`src/core/pilic_defines.svh`:
```
`ifndef PILIC_DEFINES_SVH
`define PILIC_DEFINES_SVH

`define PIL_NUM_LVL 8
`define PIL_NUM_SRC 26
// First source index of each level, level 0 in the low five bits, end marker on top.
`define PIL_LVL_FIRST {5'd26, 5'd22, 5'd18, 5'd14, 5'd10, 5'd6, 5'd4, 5'd3, 5'd0}
`define PIL_VEC_BASE 8'hC0
`define PIL_RESET_PC 16'h0100
`define PIL_AUTO_CLR 26'h000FFFF
`define PIL_SYM_GIE 0
`define PIL_SYM_RST 2'h0
`define PIL_MASK_RST 8'h00
`define PIL_PRIO_RST 8'h00
`define PIL_PRIO_ORD_LSB 0
`define PIL_PRIO_SUBA 3
`define PIL_PRIO_SUBB 4
`define PIL_PRIO_SUBC 5
`define PIL_GRANT_TO_LOAD 7

`endif

```
`src/core/pilic_pkg.sv`:
```
package pilic_pkg;
   typedef enum logic [2:0] {
      ST_IDLE, ST_PUSH_PCH, ST_PUSH_FLG, ST_FETCH_HI, ST_FETCH_LO, ST_CAPT_HI, ST_CAPT_LO
   } pilic_state_t;
   typedef logic [7:0] pilic_lvl_vec_t;
endpackage

```
`src/core/pilic_arb_if.sv`:
```
`timescale 1ns/1ps
`default_nettype none
interface pilic_arb_if;
   import pilic_pkg::*;
   pilic_lvl_vec_t lvl_req;
   logic [7:0] prio;
   logic win_valid;
   logic [2:0] win_lvl;
   modport arb (input lvl_req, input prio, output win_valid, output win_lvl);
   modport ctl (output lvl_req, output prio, input win_valid, input win_lvl);
endinterface
`default_nettype wire

```
`src/core/pilic_arb.sv`:
```
`timescale 1ns/1ps
`default_nettype none
`include "pilic_defines.svh"
module pilic_arb
   import pilic_pkg::*;
(
   pilic_arb_if.arb bus // Level requests in, winning level out.
);
   logic [3:0] cand [0:2];
   logic [5:0] ord;
   logic [3:0] win;
   logic [1:0] g;

   // Returns {valid, level}; rev selects highest level number first in the group.
   function automatic logic [3:0] grp_pick(input logic [7:0] r, input int lo, input int hi,
                                          input logic rev);
      logic [3:0] res;
      int k;
      res = 4'h0;
      for (int i = 0; i < 3; i++) begin
         k = rev ? (hi - i) : (lo + i);
         if (k >= lo && k <= hi && r[k] && !res[3]) begin
            res = {1'b1, 3'(k)};
         end
      end
      return res;
   endfunction

   always_comb begin
      cand[0] = grp_pick(bus.lvl_req, 0, 1, bus.prio[`PIL_PRIO_SUBA]);
      cand[1] = grp_pick(bus.lvl_req, 2, 4, bus.prio[`PIL_PRIO_SUBB]);
      cand[2] = grp_pick(bus.lvl_req, 5, 7, bus.prio[`PIL_PRIO_SUBC]);
      // Group order, first group in the low two bits.
      unique case (bus.prio[`PIL_PRIO_ORD_LSB +: 3])
         3'd0: ord = {2'd2, 2'd1, 2'd0};
         3'd1: ord = {2'd1, 2'd2, 2'd0};
         3'd2: ord = {2'd2, 2'd0, 2'd1};
         3'd3: ord = {2'd0, 2'd2, 2'd1};
         3'd4: ord = {2'd1, 2'd0, 2'd2};
         3'd5: ord = {2'd0, 2'd1, 2'd2};
         default: ord = {2'd2, 2'd1, 2'd0};
      endcase
      win = 4'h0;
      g = 2'd0;
      for (int k = 2; k >= 0; k--) begin
         g = ord[k*2 +: 2];
         if (cand[g][3]) begin
            win = cand[g];
         end
      end
   end

   assign bus.win_valid = win[3];
   assign bus.win_lvl = win[2:0];
endmodule // pilic_arb
`default_nettype wire

```
`src/core/pilic_ctrl.sv`:
```
// Functional notes
// - eight request levels, zero through seven.
// - level number is identifier, not priority.
// - priority register picks among active levels.
// - within level, lowest vector address wins.
// - grant disables interrupts, pushes PC, flags.
// - start address is two vector bytes.
// - vectors live in lowest 256 bytes.
// - execution starts at 0100H after reset.
// - global enable bit set, cleared, written.
// - per-level mask register; masked level ignored.
// - groups A 0-1, B 2-4, C 5-7.
// - read-only level pending bits.
// - pending cleared by hardware or software.
// - 26 sources, each own vector.
// - per-source enable also gates service.
// - reset clears global enable and neighbour.
// - mask bit n enables level n.
`timescale 1ns/1ps
`default_nettype none
`include "pilic_defines.svh"
module pilic_ctrl
   import pilic_pkg::*;
(
   input wire logic sys_clk, // Core clock.
   input wire logic srst, // Synchronous reset, active high.
   input wire logic [25:0] src_pend, // Source pending bits from peripherals.
   input wire logic [25:0] src_en, // Source enable bits from peripherals.
   input wire logic sys_mode_wr, // Direct write strobe of system mode register.
   input wire logic [1:0] sys_mode_wdata, // Write data for system mode register.
   output logic [1:0] sys_mode_rdata, // System mode register contents.
   input wire logic enable_interrupts_instr, // Enable-interrupts instruction pulse.
   input wire logic disable_interrupts_instr, // Disable-interrupts instruction pulse.
   input wire logic lvl_mask_wr, // Write strobe of level mask register.
   input wire logic [7:0] lvl_mask_wdata, // Write data for level mask register.
   output logic [7:0] lvl_mask_rdata, // Level mask register contents.
   input wire logic lvl_prio_wr, // Write strobe of level priority register.
   input wire logic [7:0] lvl_prio_wdata, // Write data for level priority register.
   output logic [7:0] lvl_prio_rdata, // Level priority register contents.
   output logic [7:0] level_request, // Per-level pending bits, read only.
   output logic irq, // Request toward the core.
   input wire logic irq_ack, // Core grants the request.
   input wire logic [15:0] pc_cur, // Program counter at grant.
   input wire logic [7:0] flags_cur, // Status flags at grant.
   output logic stk_we, // Stack byte write strobe.
   output logic [7:0] stk_wdata, // Stack byte.
   output logic rom_re, // Program memory read strobe.
   output logic [15:0] rom_addr, // Program memory address.
   input wire logic [7:0] rom_rdata, // Program memory byte, one cycle after read.
   output logic [25:0] src_clr, // Pending clear pulses for self-clearing sources.
   output logic pc_load, // Load program counter pulse.
   output logic [15:0] pc_target, // Program counter value to load.
   output logic busy // Grant sequence in progress.
);
   localparam logic [44:0] LFIRST = `PIL_LVL_FIRST;

   pilic_state_t state_r;
   logic [1:0] system_mode_register_r;
   logic [7:0] level_mask_register_r;
   logic [7:0] level_priority_register_r;
   logic [25:0] pend_en;
   logic [7:0] level_pend;
   logic [7:0] act_lvl;
   logic gie;
   logic grant;
   logic [4:0] win_src;
   logic stk_we_r;
   logic [7:0] stk_wdata_r;
   logic rom_re_r;
   logic [15:0] rom_addr_r;
   logic [7:0] vec_r;
   logic [7:0] vec_hi_r;
   logic [15:0] pc_save_r;
   logic [7:0] flg_save_r;
   logic [25:0] src_clr_r;
   logic pc_load_r;
   logic [15:0] pc_target_r;

   pilic_arb_if arb_if ();

   pilic_arb u_arb (
      .bus(arb_if.arb)
   );

   assign pend_en = src_pend & src_en;

   for (genvar l = 0; l < `PIL_NUM_LVL; l++) begin : g_lvl
      localparam int LO = int'(LFIRST[l*5 +: 5]);
      localparam int HI = int'(LFIRST[(l+1)*5 +: 5]);
      assign level_pend[l] = |pend_en[HI-1:LO];
   end

   assign gie = system_mode_register_r[`PIL_SYM_GIE];
   assign act_lvl = level_pend & level_mask_register_r;
   assign arb_if.lvl_req = act_lvl;
   assign arb_if.prio = level_priority_register_r;
   // Arbitration is purely combinational, so every cycle shows the current winner.
   assign irq = (state_r == ST_IDLE) && gie && arb_if.win_valid;
   assign grant = irq && irq_ack;

   // Lowest source index in the level has the lowest vector address.
   function automatic logic [4:0] low_src(input logic [25:0] pe, input logic [2:0] lvl);
      logic [4:0] idx;
      int lo;
      int hi;
      idx = 5'h0;
      lo = int'(LFIRST[lvl*5 +: 5]);
      hi = int'(LFIRST[(lvl+1)*5 +: 5]);
      for (int s = 25; s >= 0; s--) begin
         if (s >= lo && s < hi && pe[s]) begin
            idx = 5'(s);
         end
      end
      return idx;
   endfunction

   assign win_src = low_src(pend_en, arb_if.win_lvl);

   always_ff @(posedge sys_clk) begin
      if (srst) begin
         system_mode_register_r <= `PIL_SYM_RST;
      end else begin
         if (sys_mode_wr) begin
            system_mode_register_r <= sys_mode_wdata;
         end
         if (enable_interrupts_instr) begin
            system_mode_register_r[`PIL_SYM_GIE] <= 1'b1;
         end
         if (disable_interrupts_instr) begin
            system_mode_register_r[`PIL_SYM_GIE] <= 1'b0;
         end
         if (grant) begin
            system_mode_register_r[`PIL_SYM_GIE] <= 1'b0;
         end
      end
   end

   // Mask writes while enabled are legal here; software keeps interrupts off around them.
   always_ff @(posedge sys_clk) begin
      if (srst) begin
         level_mask_register_r <= `PIL_MASK_RST;
         level_priority_register_r <= `PIL_PRIO_RST;
      end else begin
         if (lvl_mask_wr) begin
            level_mask_register_r <= lvl_mask_wdata;
         end
         if (lvl_prio_wr) begin
            level_priority_register_r <= lvl_prio_wdata;
         end
      end
   end

   always_ff @(posedge sys_clk) begin
      if (srst) begin
         state_r <= ST_IDLE;
         stk_we_r <= 1'b0;
         stk_wdata_r <= 8'h00;
         rom_re_r <= 1'b0;
         rom_addr_r <= 16'h0000;
         vec_r <= 8'h00;
         vec_hi_r <= 8'h00;
         pc_save_r <= 16'h0000;
         flg_save_r <= 8'h00;
         src_clr_r <= 26'h0;
         pc_load_r <= 1'b1;
         pc_target_r <= `PIL_RESET_PC;
      end else begin
         pc_load_r <= 1'b0;
         src_clr_r <= 26'h0;
         unique case (state_r)
            ST_IDLE: begin
               if (grant) begin
                  stk_we_r <= 1'b1;
                  stk_wdata_r <= pc_cur[7:0];
                  pc_save_r <= pc_cur;
                  flg_save_r <= flags_cur;
                  vec_r <= 8'(`PIL_VEC_BASE + {2'b00, win_src, 1'b0});
                  src_clr_r <= 26'(26'h1 << win_src) & `PIL_AUTO_CLR;
                  state_r <= ST_PUSH_PCH;
               end
            end
            ST_PUSH_PCH: begin
               stk_wdata_r <= pc_save_r[15:8];
               state_r <= ST_PUSH_FLG;
            end
            ST_PUSH_FLG: begin
               stk_wdata_r <= flg_save_r;
               state_r <= ST_FETCH_HI;
            end
            ST_FETCH_HI: begin
               stk_we_r <= 1'b0;
               rom_re_r <= 1'b1;
               rom_addr_r <= {8'h00, vec_r};
               state_r <= ST_FETCH_LO;
            end
            ST_FETCH_LO: begin
               rom_addr_r <= {8'h00, 8'(vec_r + 8'h01)};
               state_r <= ST_CAPT_HI;
            end
            ST_CAPT_HI: begin
               rom_re_r <= 1'b0;
               vec_hi_r <= rom_rdata;
               state_r <= ST_CAPT_LO;
            end
            ST_CAPT_LO: begin
               pc_target_r <= {vec_hi_r, rom_rdata};
               pc_load_r <= 1'b1;
               state_r <= ST_IDLE;
            end
            // The eighth state code is unused; fall back to idle if it ever shows.
            default: begin
               state_r <= ST_IDLE;
            end
         endcase
      end
   end

   assign sys_mode_rdata = system_mode_register_r;
   assign lvl_mask_rdata = level_mask_register_r;
   assign lvl_prio_rdata = level_priority_register_r;
   assign level_request = level_pend;
   assign stk_we = stk_we_r;
   assign stk_wdata = stk_wdata_r;
   assign rom_re = rom_re_r;
   assign rom_addr = rom_addr_r;
   assign src_clr = src_clr_r;
   assign pc_load = pc_load_r;
   assign pc_target = pc_target_r;
   assign busy = (state_r != ST_IDLE);
endmodule // pilic_ctrl
`default_nettype wire

```
`config.mk`:
```
export PLATFORM = sky130hd
export DESIGN_NAME = pilic_ctrl
export DESIGN_NICKNAME = d
export VERILOG_FILES = /design/src/core/pilic_pkg.sv /design/src/core/pilic_arb_if.sv /design/src/core/pilic_arb.sv /design/src/core/pilic_ctrl.sv
export VERILOG_INCLUDE_DIRS = /design/src /design/src/core
export SDC_FILE = /design/constraint.sdc
export NUM_CORES = 1
export LEC_CHECK = 0
export BUFFER_PORTS_ARGS = -buffer_cell sky130_fd_sc_hd__buf_2
export CORE_MARGIN = 2
export CORE_UTILIZATION = 50
export CTS_CLUSTER_SIZE = 25
export DETAILED_ROUTE_END_ITERATION = 16
export PLACE_DENSITY = 0.9
export SLEW_MARGIN = 20
export SYNTH_ARGS = -nofsm -noshare
export SYNTH_HDL_FRONTEND = slang
export SYNTH_SLANG_ARGS = --single-unit
export TNS_END_PERCENT = 20
```
`constraint.sdc`:
```
create_clock -name sys_clk -period 6.58 [get_ports sys_clk]
set_input_delay 0.329 -clock sys_clk [delete_from_list [all_inputs] [get_ports sys_clk]]
set_output_delay 0.329 -clock sys_clk [all_outputs]
set_load 0.005 [all_outputs]
```
Yosys cells after proc, flatten, opt, wreduce, memory -nomap -nowiden
Cells that the tools add are included.

storage, ports and cells
  bits in registers = 130
  input bits = 110
  output and inout port bits = 97
  logic and storage cells = 308

operators by class
  $add $sub $neg = 3
  multiply operators = 2
  magnitude comparators = 76
  equality and inequality tests = 12
  shifts and indexed selects = 3
  mux-type cells = 87
  bitwise logic cells = 7
  reduce and logical (&&, ||, !) cells = 101

operator list
  kind                     count
  $lt 32x5->1 const B      7
  $mux 5                   26
  $le 32x4->1 const B      4
  $ge 32x1->1 const B      3
  $le 32x2->1 const B      3
  $logic_and 1x1->1        75
  $mux 4                   18
  $ge 32x3->1 const B      2
  $ge 32x4->1 const B      2
  $ge 5x5->1 const A       10
  $lt 5x5->1 const A       10
  $shiftx 45x7->5 const A  1
  $shiftx 45x8->5 const A  1
  $ge 4x5->1 const A       8
  $lt 4x5->1 const A       8
  $mux 32                  1
  $pmux 16 s2              1
  $pmux 6 s5               1
  $and 26x26->26           1
  $bmux 4 s2               3
  $pmux 8 s3               1
  $bmux 1 s3               7
  $ge 3x5->1 const A       4
  $lt 3x5->1 const A       4
  32 further kinds         90

Logic depth before layout (Yosys ltp)
  word-level depth = 53
  depth in mapped cells = 20
  gate-level depth less buffers = 19

Hierarchy
Synthesis repeated with hierarchy kept, for this count alone.

second synthesis, totals
  cells, all modules = 683
  area, all modules = 5393.9 µm²

by module, submodules not included
  module      instances  cells an instance  area each (µm²)  sequential area each (µm²)
  pilic_ctrl  1          602                4882.2           2021.9
  pilic_arb   1          81                 511.7            0.0

Least setup slack after synthesis
Ideal clock, no wire load.

  path type = register to register
  start = register level_priority_register_r[1], in the netlist lvl_prio_rdata[1]
  end = register src_clr_r[5], in the netlist src_clr[5]
  library setup time = 0.078 ns
  data arrival time = 4.689 ns
  setup slack = 1.813 ns
  stages on the path, launching flop included = 20
  buffers on the path = 1
  clock period less this slack = 4.767 ns
  path through = dfxtp_1 inv_1 ha_1 nor3b_1 o21ai_2 o311a_1 or4_4 nand2_4 inv_4 buf_8 ha_1 nor2b_1 o311ai_1 nor2_1 a21oi_1 o21ai_0 a221oi_1 a31oi_2 or4b_1 nor3_1

on the way
  cells in the longest elaborated chain, start to end = 42

ends and longest elaborated chain
  element                                     RTL line                          text
  start, declared                             pilic_ctrl.sv:60                  logic [7:0] level_priority_register_r;
  start signal, assigned                      pilic_ctrl.sv:142                 level_priority_register_r <= `PIL_PRIO_RST;
  start signal, assigned                      pilic_ctrl.sv:148                 level_priority_register_r <= lvl_prio_wdata;
  $eq 3x3->1 (tied with other cells)          pilic_arb.sv:34                   unique case (bus.prio[`PIL_PRIO_ORD_LSB +: 3])
  $pmux 6 s5 *                                pilic_arb.sv:34
  $not 2->3 (not written as such)             pilic_arb.sv:47, pilic_arb.sv:48
  $bmux 4 s2                                  pilic_arb.sv:47, pilic_arb.sv:48
  $mux 4 (not written as such) (2 in series)  pilic_arb.sv:47, pilic_arb.sv:48
  $mux 4 (2 in series)                        pilic_arb.sv:47                   if (cand[g][3]) begin
  $mux 4 *                                    pilic_arb.sv:47
  $add 3x1->4                                 pilic_ctrl.sv:108                 hi = int'(LFIRST[(lvl+1)*5 +: 5]);
  $mul 4x3->7                                 pilic_ctrl.sv:108
  $shiftx 45x8->5                             pilic_ctrl.sv:108
  $lt 5x5->1                                  pilic_ctrl.sv:110                 if (s >= lo && s < hi && pe[s]) begin
  $logic_and 1x1->1 (2 in series)             pilic_ctrl.sv:110
  $mux 5 (26 in series)                       pilic_ctrl.sv:110
  $shl 1x5->16                                pilic_ctrl.sv:178                 src_clr_r <= 26'(26'h1 << win_src) & `PIL_AUTO_CLR;
  end signal, assigned                        pilic_ctrl.sv:178
  end, declared                               pilic_ctrl.sv:75                  logic [25:0] src_clr_r;

Mark *: on every way between the ends. The rest lies on a longest branch, timed or not. The select of a mux whose other input is x is not followed.
A chain may end at the register's enable or synchronous reset.

Final worst setup path
Same ends and word-level chain as after synthesis.

==> reports/summary.txt <==
Initial Util: 51.0%
PortBufs: 188
critical path start-end classification: reg -> reg
Synth Area in Simple Gates: 23.7%
overall routing resource usage: 25.9%
Tot Pwr: 0.00166 W
Clk pin slew, worst setup/hold paths: 0.07 ns
final period utilization: 82.8%
Final setup viols: 0
clock buffer depth: 2
vias in the first global route: 5599
Sequential Power Share: 38.9%
GPL Wtd Cong: 0.931
Site Rows: 39
CP delay by family, top: compound AO/OA/AOI/OAI gates
RSZ-0062 raised after global routing: no
Post-Synth XOR/XNOR Area: 0%
CTS tree: done
min-delay src: disable_interrupts_instr
Core Area: 11400 µm²
Diodes inserted: 0
final core occ: 61.6%
total grt overflow: 0
Int Pwr: 0.00109 W
maximum vdd ir drop: 233 µV
Die Footprint: 12500 µm²
Comb power frac: 30.3%
worst slew pin tran: 1.16 ns
Slew Limit Fails: 0
Nets: 1021
hold buffer count at cts: 0
Leak Pwr: 3.07 nW
Setup TNS: 0 ns
Register Area: 2020 µm²
sw frac: 34.5%
Post-synth EDFFs: 0
worst clock skew: 0.0140 ns
number of max-cap violations: 0
Worst-Skew Late Latency: 0.36 ns
Post-Syn Instances: 738
Yosys cell types: 88
post-route ant nets: 0
largest net degree at the start of global routing: 87
highest clock rate: 183 MHz
Clk network pwr share: 30.8%
Final Hold Vio Count: 0
drt wl/cell: 15.9 µm
Worst Hold Class: in -> reg
final worst slack: 1.13 ns
Setup crit end kind: register
Hold Path Stages: 2
I/O Pins: 207
crit-path max cell delay: 0.70 ns
minimum clock period: 5.45 ns
CTS H-tree depth: 3
cells along the critical path: inv_1 > ha_1 > mux2i_1 > a21oi_1 > o21a_1 > or4_4 > nand2_4 > ha_1 > nor2b_1 > o311ai_1 > nor2_1 > a21oi_1 > o21ai_0 > a221oi_1 > a31oi_2 > or4b_1 > nor3_1
most frequent cells in the layout: buf_2, nand2_1, dfxtp_1
Mapped Avg Cell Area: 7.85 µm²
layout cells sized above 1: 27.9%
Power per Cell Area: 237 nW/µm²
commonest non-fill, non-tap cell in the layout: buf_2
Post-Place Setup Slack: 1.25 ns
Vias: 6212
slowest CP cell: o311ai_1
setup bufs post-CTS: 0
Async S/R FF share, synth: 0%
Sink Count: 101
cts bufs inserted: 9
Worst EP arrival: 5.72 ns
final WL: 16.7 mm
post-CTS sizing: 0
die height: 112 µm
via/cell ratio: 5.90
reg2reg end: src_clr[5]
first-pass GRT wire length: 26.7 mm
Main synth FF type: dfxtp_1
sequential cell area fraction in the yosys report: 34.9%
initial antenna violation count: 0
Sw Pwr: 0.000572 W
Yosys Warn Count: 0
register bit total from synthesis: 101
DRT iter0 DRCs: 450
critical path required time: 6.85 ns
# fillers: 1056
r2r worst-path depth: 17
die width: 112 µm
largest family of logic cells by synthesized area: compound AO/OA/AOI/OAI gates
P&R area growth vs syn: 20.9%
crit-path max FO: 14
worst rel slew slack: 22.1%
area of the multi-input gates: 3470 µm²
run status: completed
multiplexer area fraction after synthesis: 5.92%
FF-to-FF Start: lvl_prio_rdata[1]
Worst Setup Start Kind: register
Pre-Repair DR Iteration Count: 5
WHS Endpoint: sys_mode_rdata[0]
final routed DRC violation total: 0
Reg2Reg Setup Slack: 1.13 ns
Worst Path Buf+Inv: 1
adder-cell share of the synthesized area: 1.30%
Mapped Area: 5790 µm²
post-synthesis compound-gate area fraction: 27.8%
Root Buffer: clkbuf_16
post-DP HPWL: 12.5 mm
## Yosys cell counts (all sizes together), types with 10 or more instances
cell type | number | area [µm²]
nand2 | 114 | 435
dfxtp | 101 | 2020
nor2 | 85 | 319
a21oi | 81 | 405
mux2i | 32 | 320
clkbuf | 29 | 109
buf | 27 | 195
o21ai | 25 | 129
nand3 | 20 | 100
nor3 | 17 | 90.1
a211oi | 16 | 153
inv | 15 | 58.8
nand2b | 14 | 87.6
a31oi | 11 | 81.3
o211ai | 10 | 85.1
## per-layer routing
metal  vias up  share of wire, %  routed length, µm  global-route usage (%)
met5         -                 0                  0                       0
met4         0               2.4                404                    9.38
met3        38               9.6               1600                    8.00
met1      2874                41               6820                    32.7
li1       2982                 -                  -                       -
met2       318                47               7880                    41.9
## final cells by class
cell class	instances	share of cell area [%]
clock buffers	10	3.41
flip-flops and latches	101	28.9
inverters	15	0.840
repair buffers	195	14.2
well taps	143	2.55
multi-input cells	583	49.6
clock inverters	5	0.572
## power groups by stage
stage / clock (W) / combinational [W] / sequential (W)
finish: 0.000511 / 0.000502 / 0.000646
global route: 0.000541 / 0.000545 / 0.000648
CTS: 0.000522 / 0.000489 / 0.000645
detailed placement: 0 / 0.000487 / 0.000659
global placement: 0 / 0.000485 / 0.000659
floorplan: 0 / 0.000360 / 0.000655
## per-stage QoR
| stage | hold slack (ns) | instance area, µm² | instances |
|---|---|---|---|
| floorplan | 0.408 | 5860 | 755 |
| global placement | 0.438 | 6730 | 1037 |
| detailed placement | 0.447 | 6730 | 1037 |
| CTS | 0.132 | 7000 | 1052 |
| global route | 0.131 | 7000 | 1052 |
| finish | 0.144 | 7000 | 1052 |
## how the worst max path moves through the flow
stage / startpoint / to / slack (ns) / cells past startpoint
floorplan: lvl_prio_rdata[1] / src_clr[5] / 1.81 / 19
global placement: lvl_prio_rdata[1] / src_clr[5] / 1.36 / 17
detailed placement: lvl_prio_rdata[1] / src_clr[5] / 1.25 / 17
CTS: lvl_prio_rdata[1] / src_clr[5] / 1.22 / 17
global route: lvl_prio_rdata[1] / src_clr[4] / 0.73 / 17
finish: lvl_prio_rdata[1] / src_clr[5] / 1.13 / 17
## sequential cells by signal (all words and copies together), names as in the netlist
name            cells
src_clr            16
pc_load             1
state_r             3
flg_save_r          8
pc_save_r           8
vec_hi_r            8
vec_r               6
lvl_prio_rdata      8
rom_re              1
stk_wdata           8
stk_we              1
sys_mode_rdata      2
pc_target          16
rom_addr            7
lvl_mask_rdata      8
## cell families (layout without fill, tap and decap cells)
group                      after synthesis  count (layout)
and+or+nand+nor                        298             298
AOI/OAI and AO/OA                      227             227
DFF                                    101             101
buffers and inverters                   71             225
muxes                                   34              34
adders and majority gates                6               6
other                                    1              18
(Power assumes the default switching activity.)
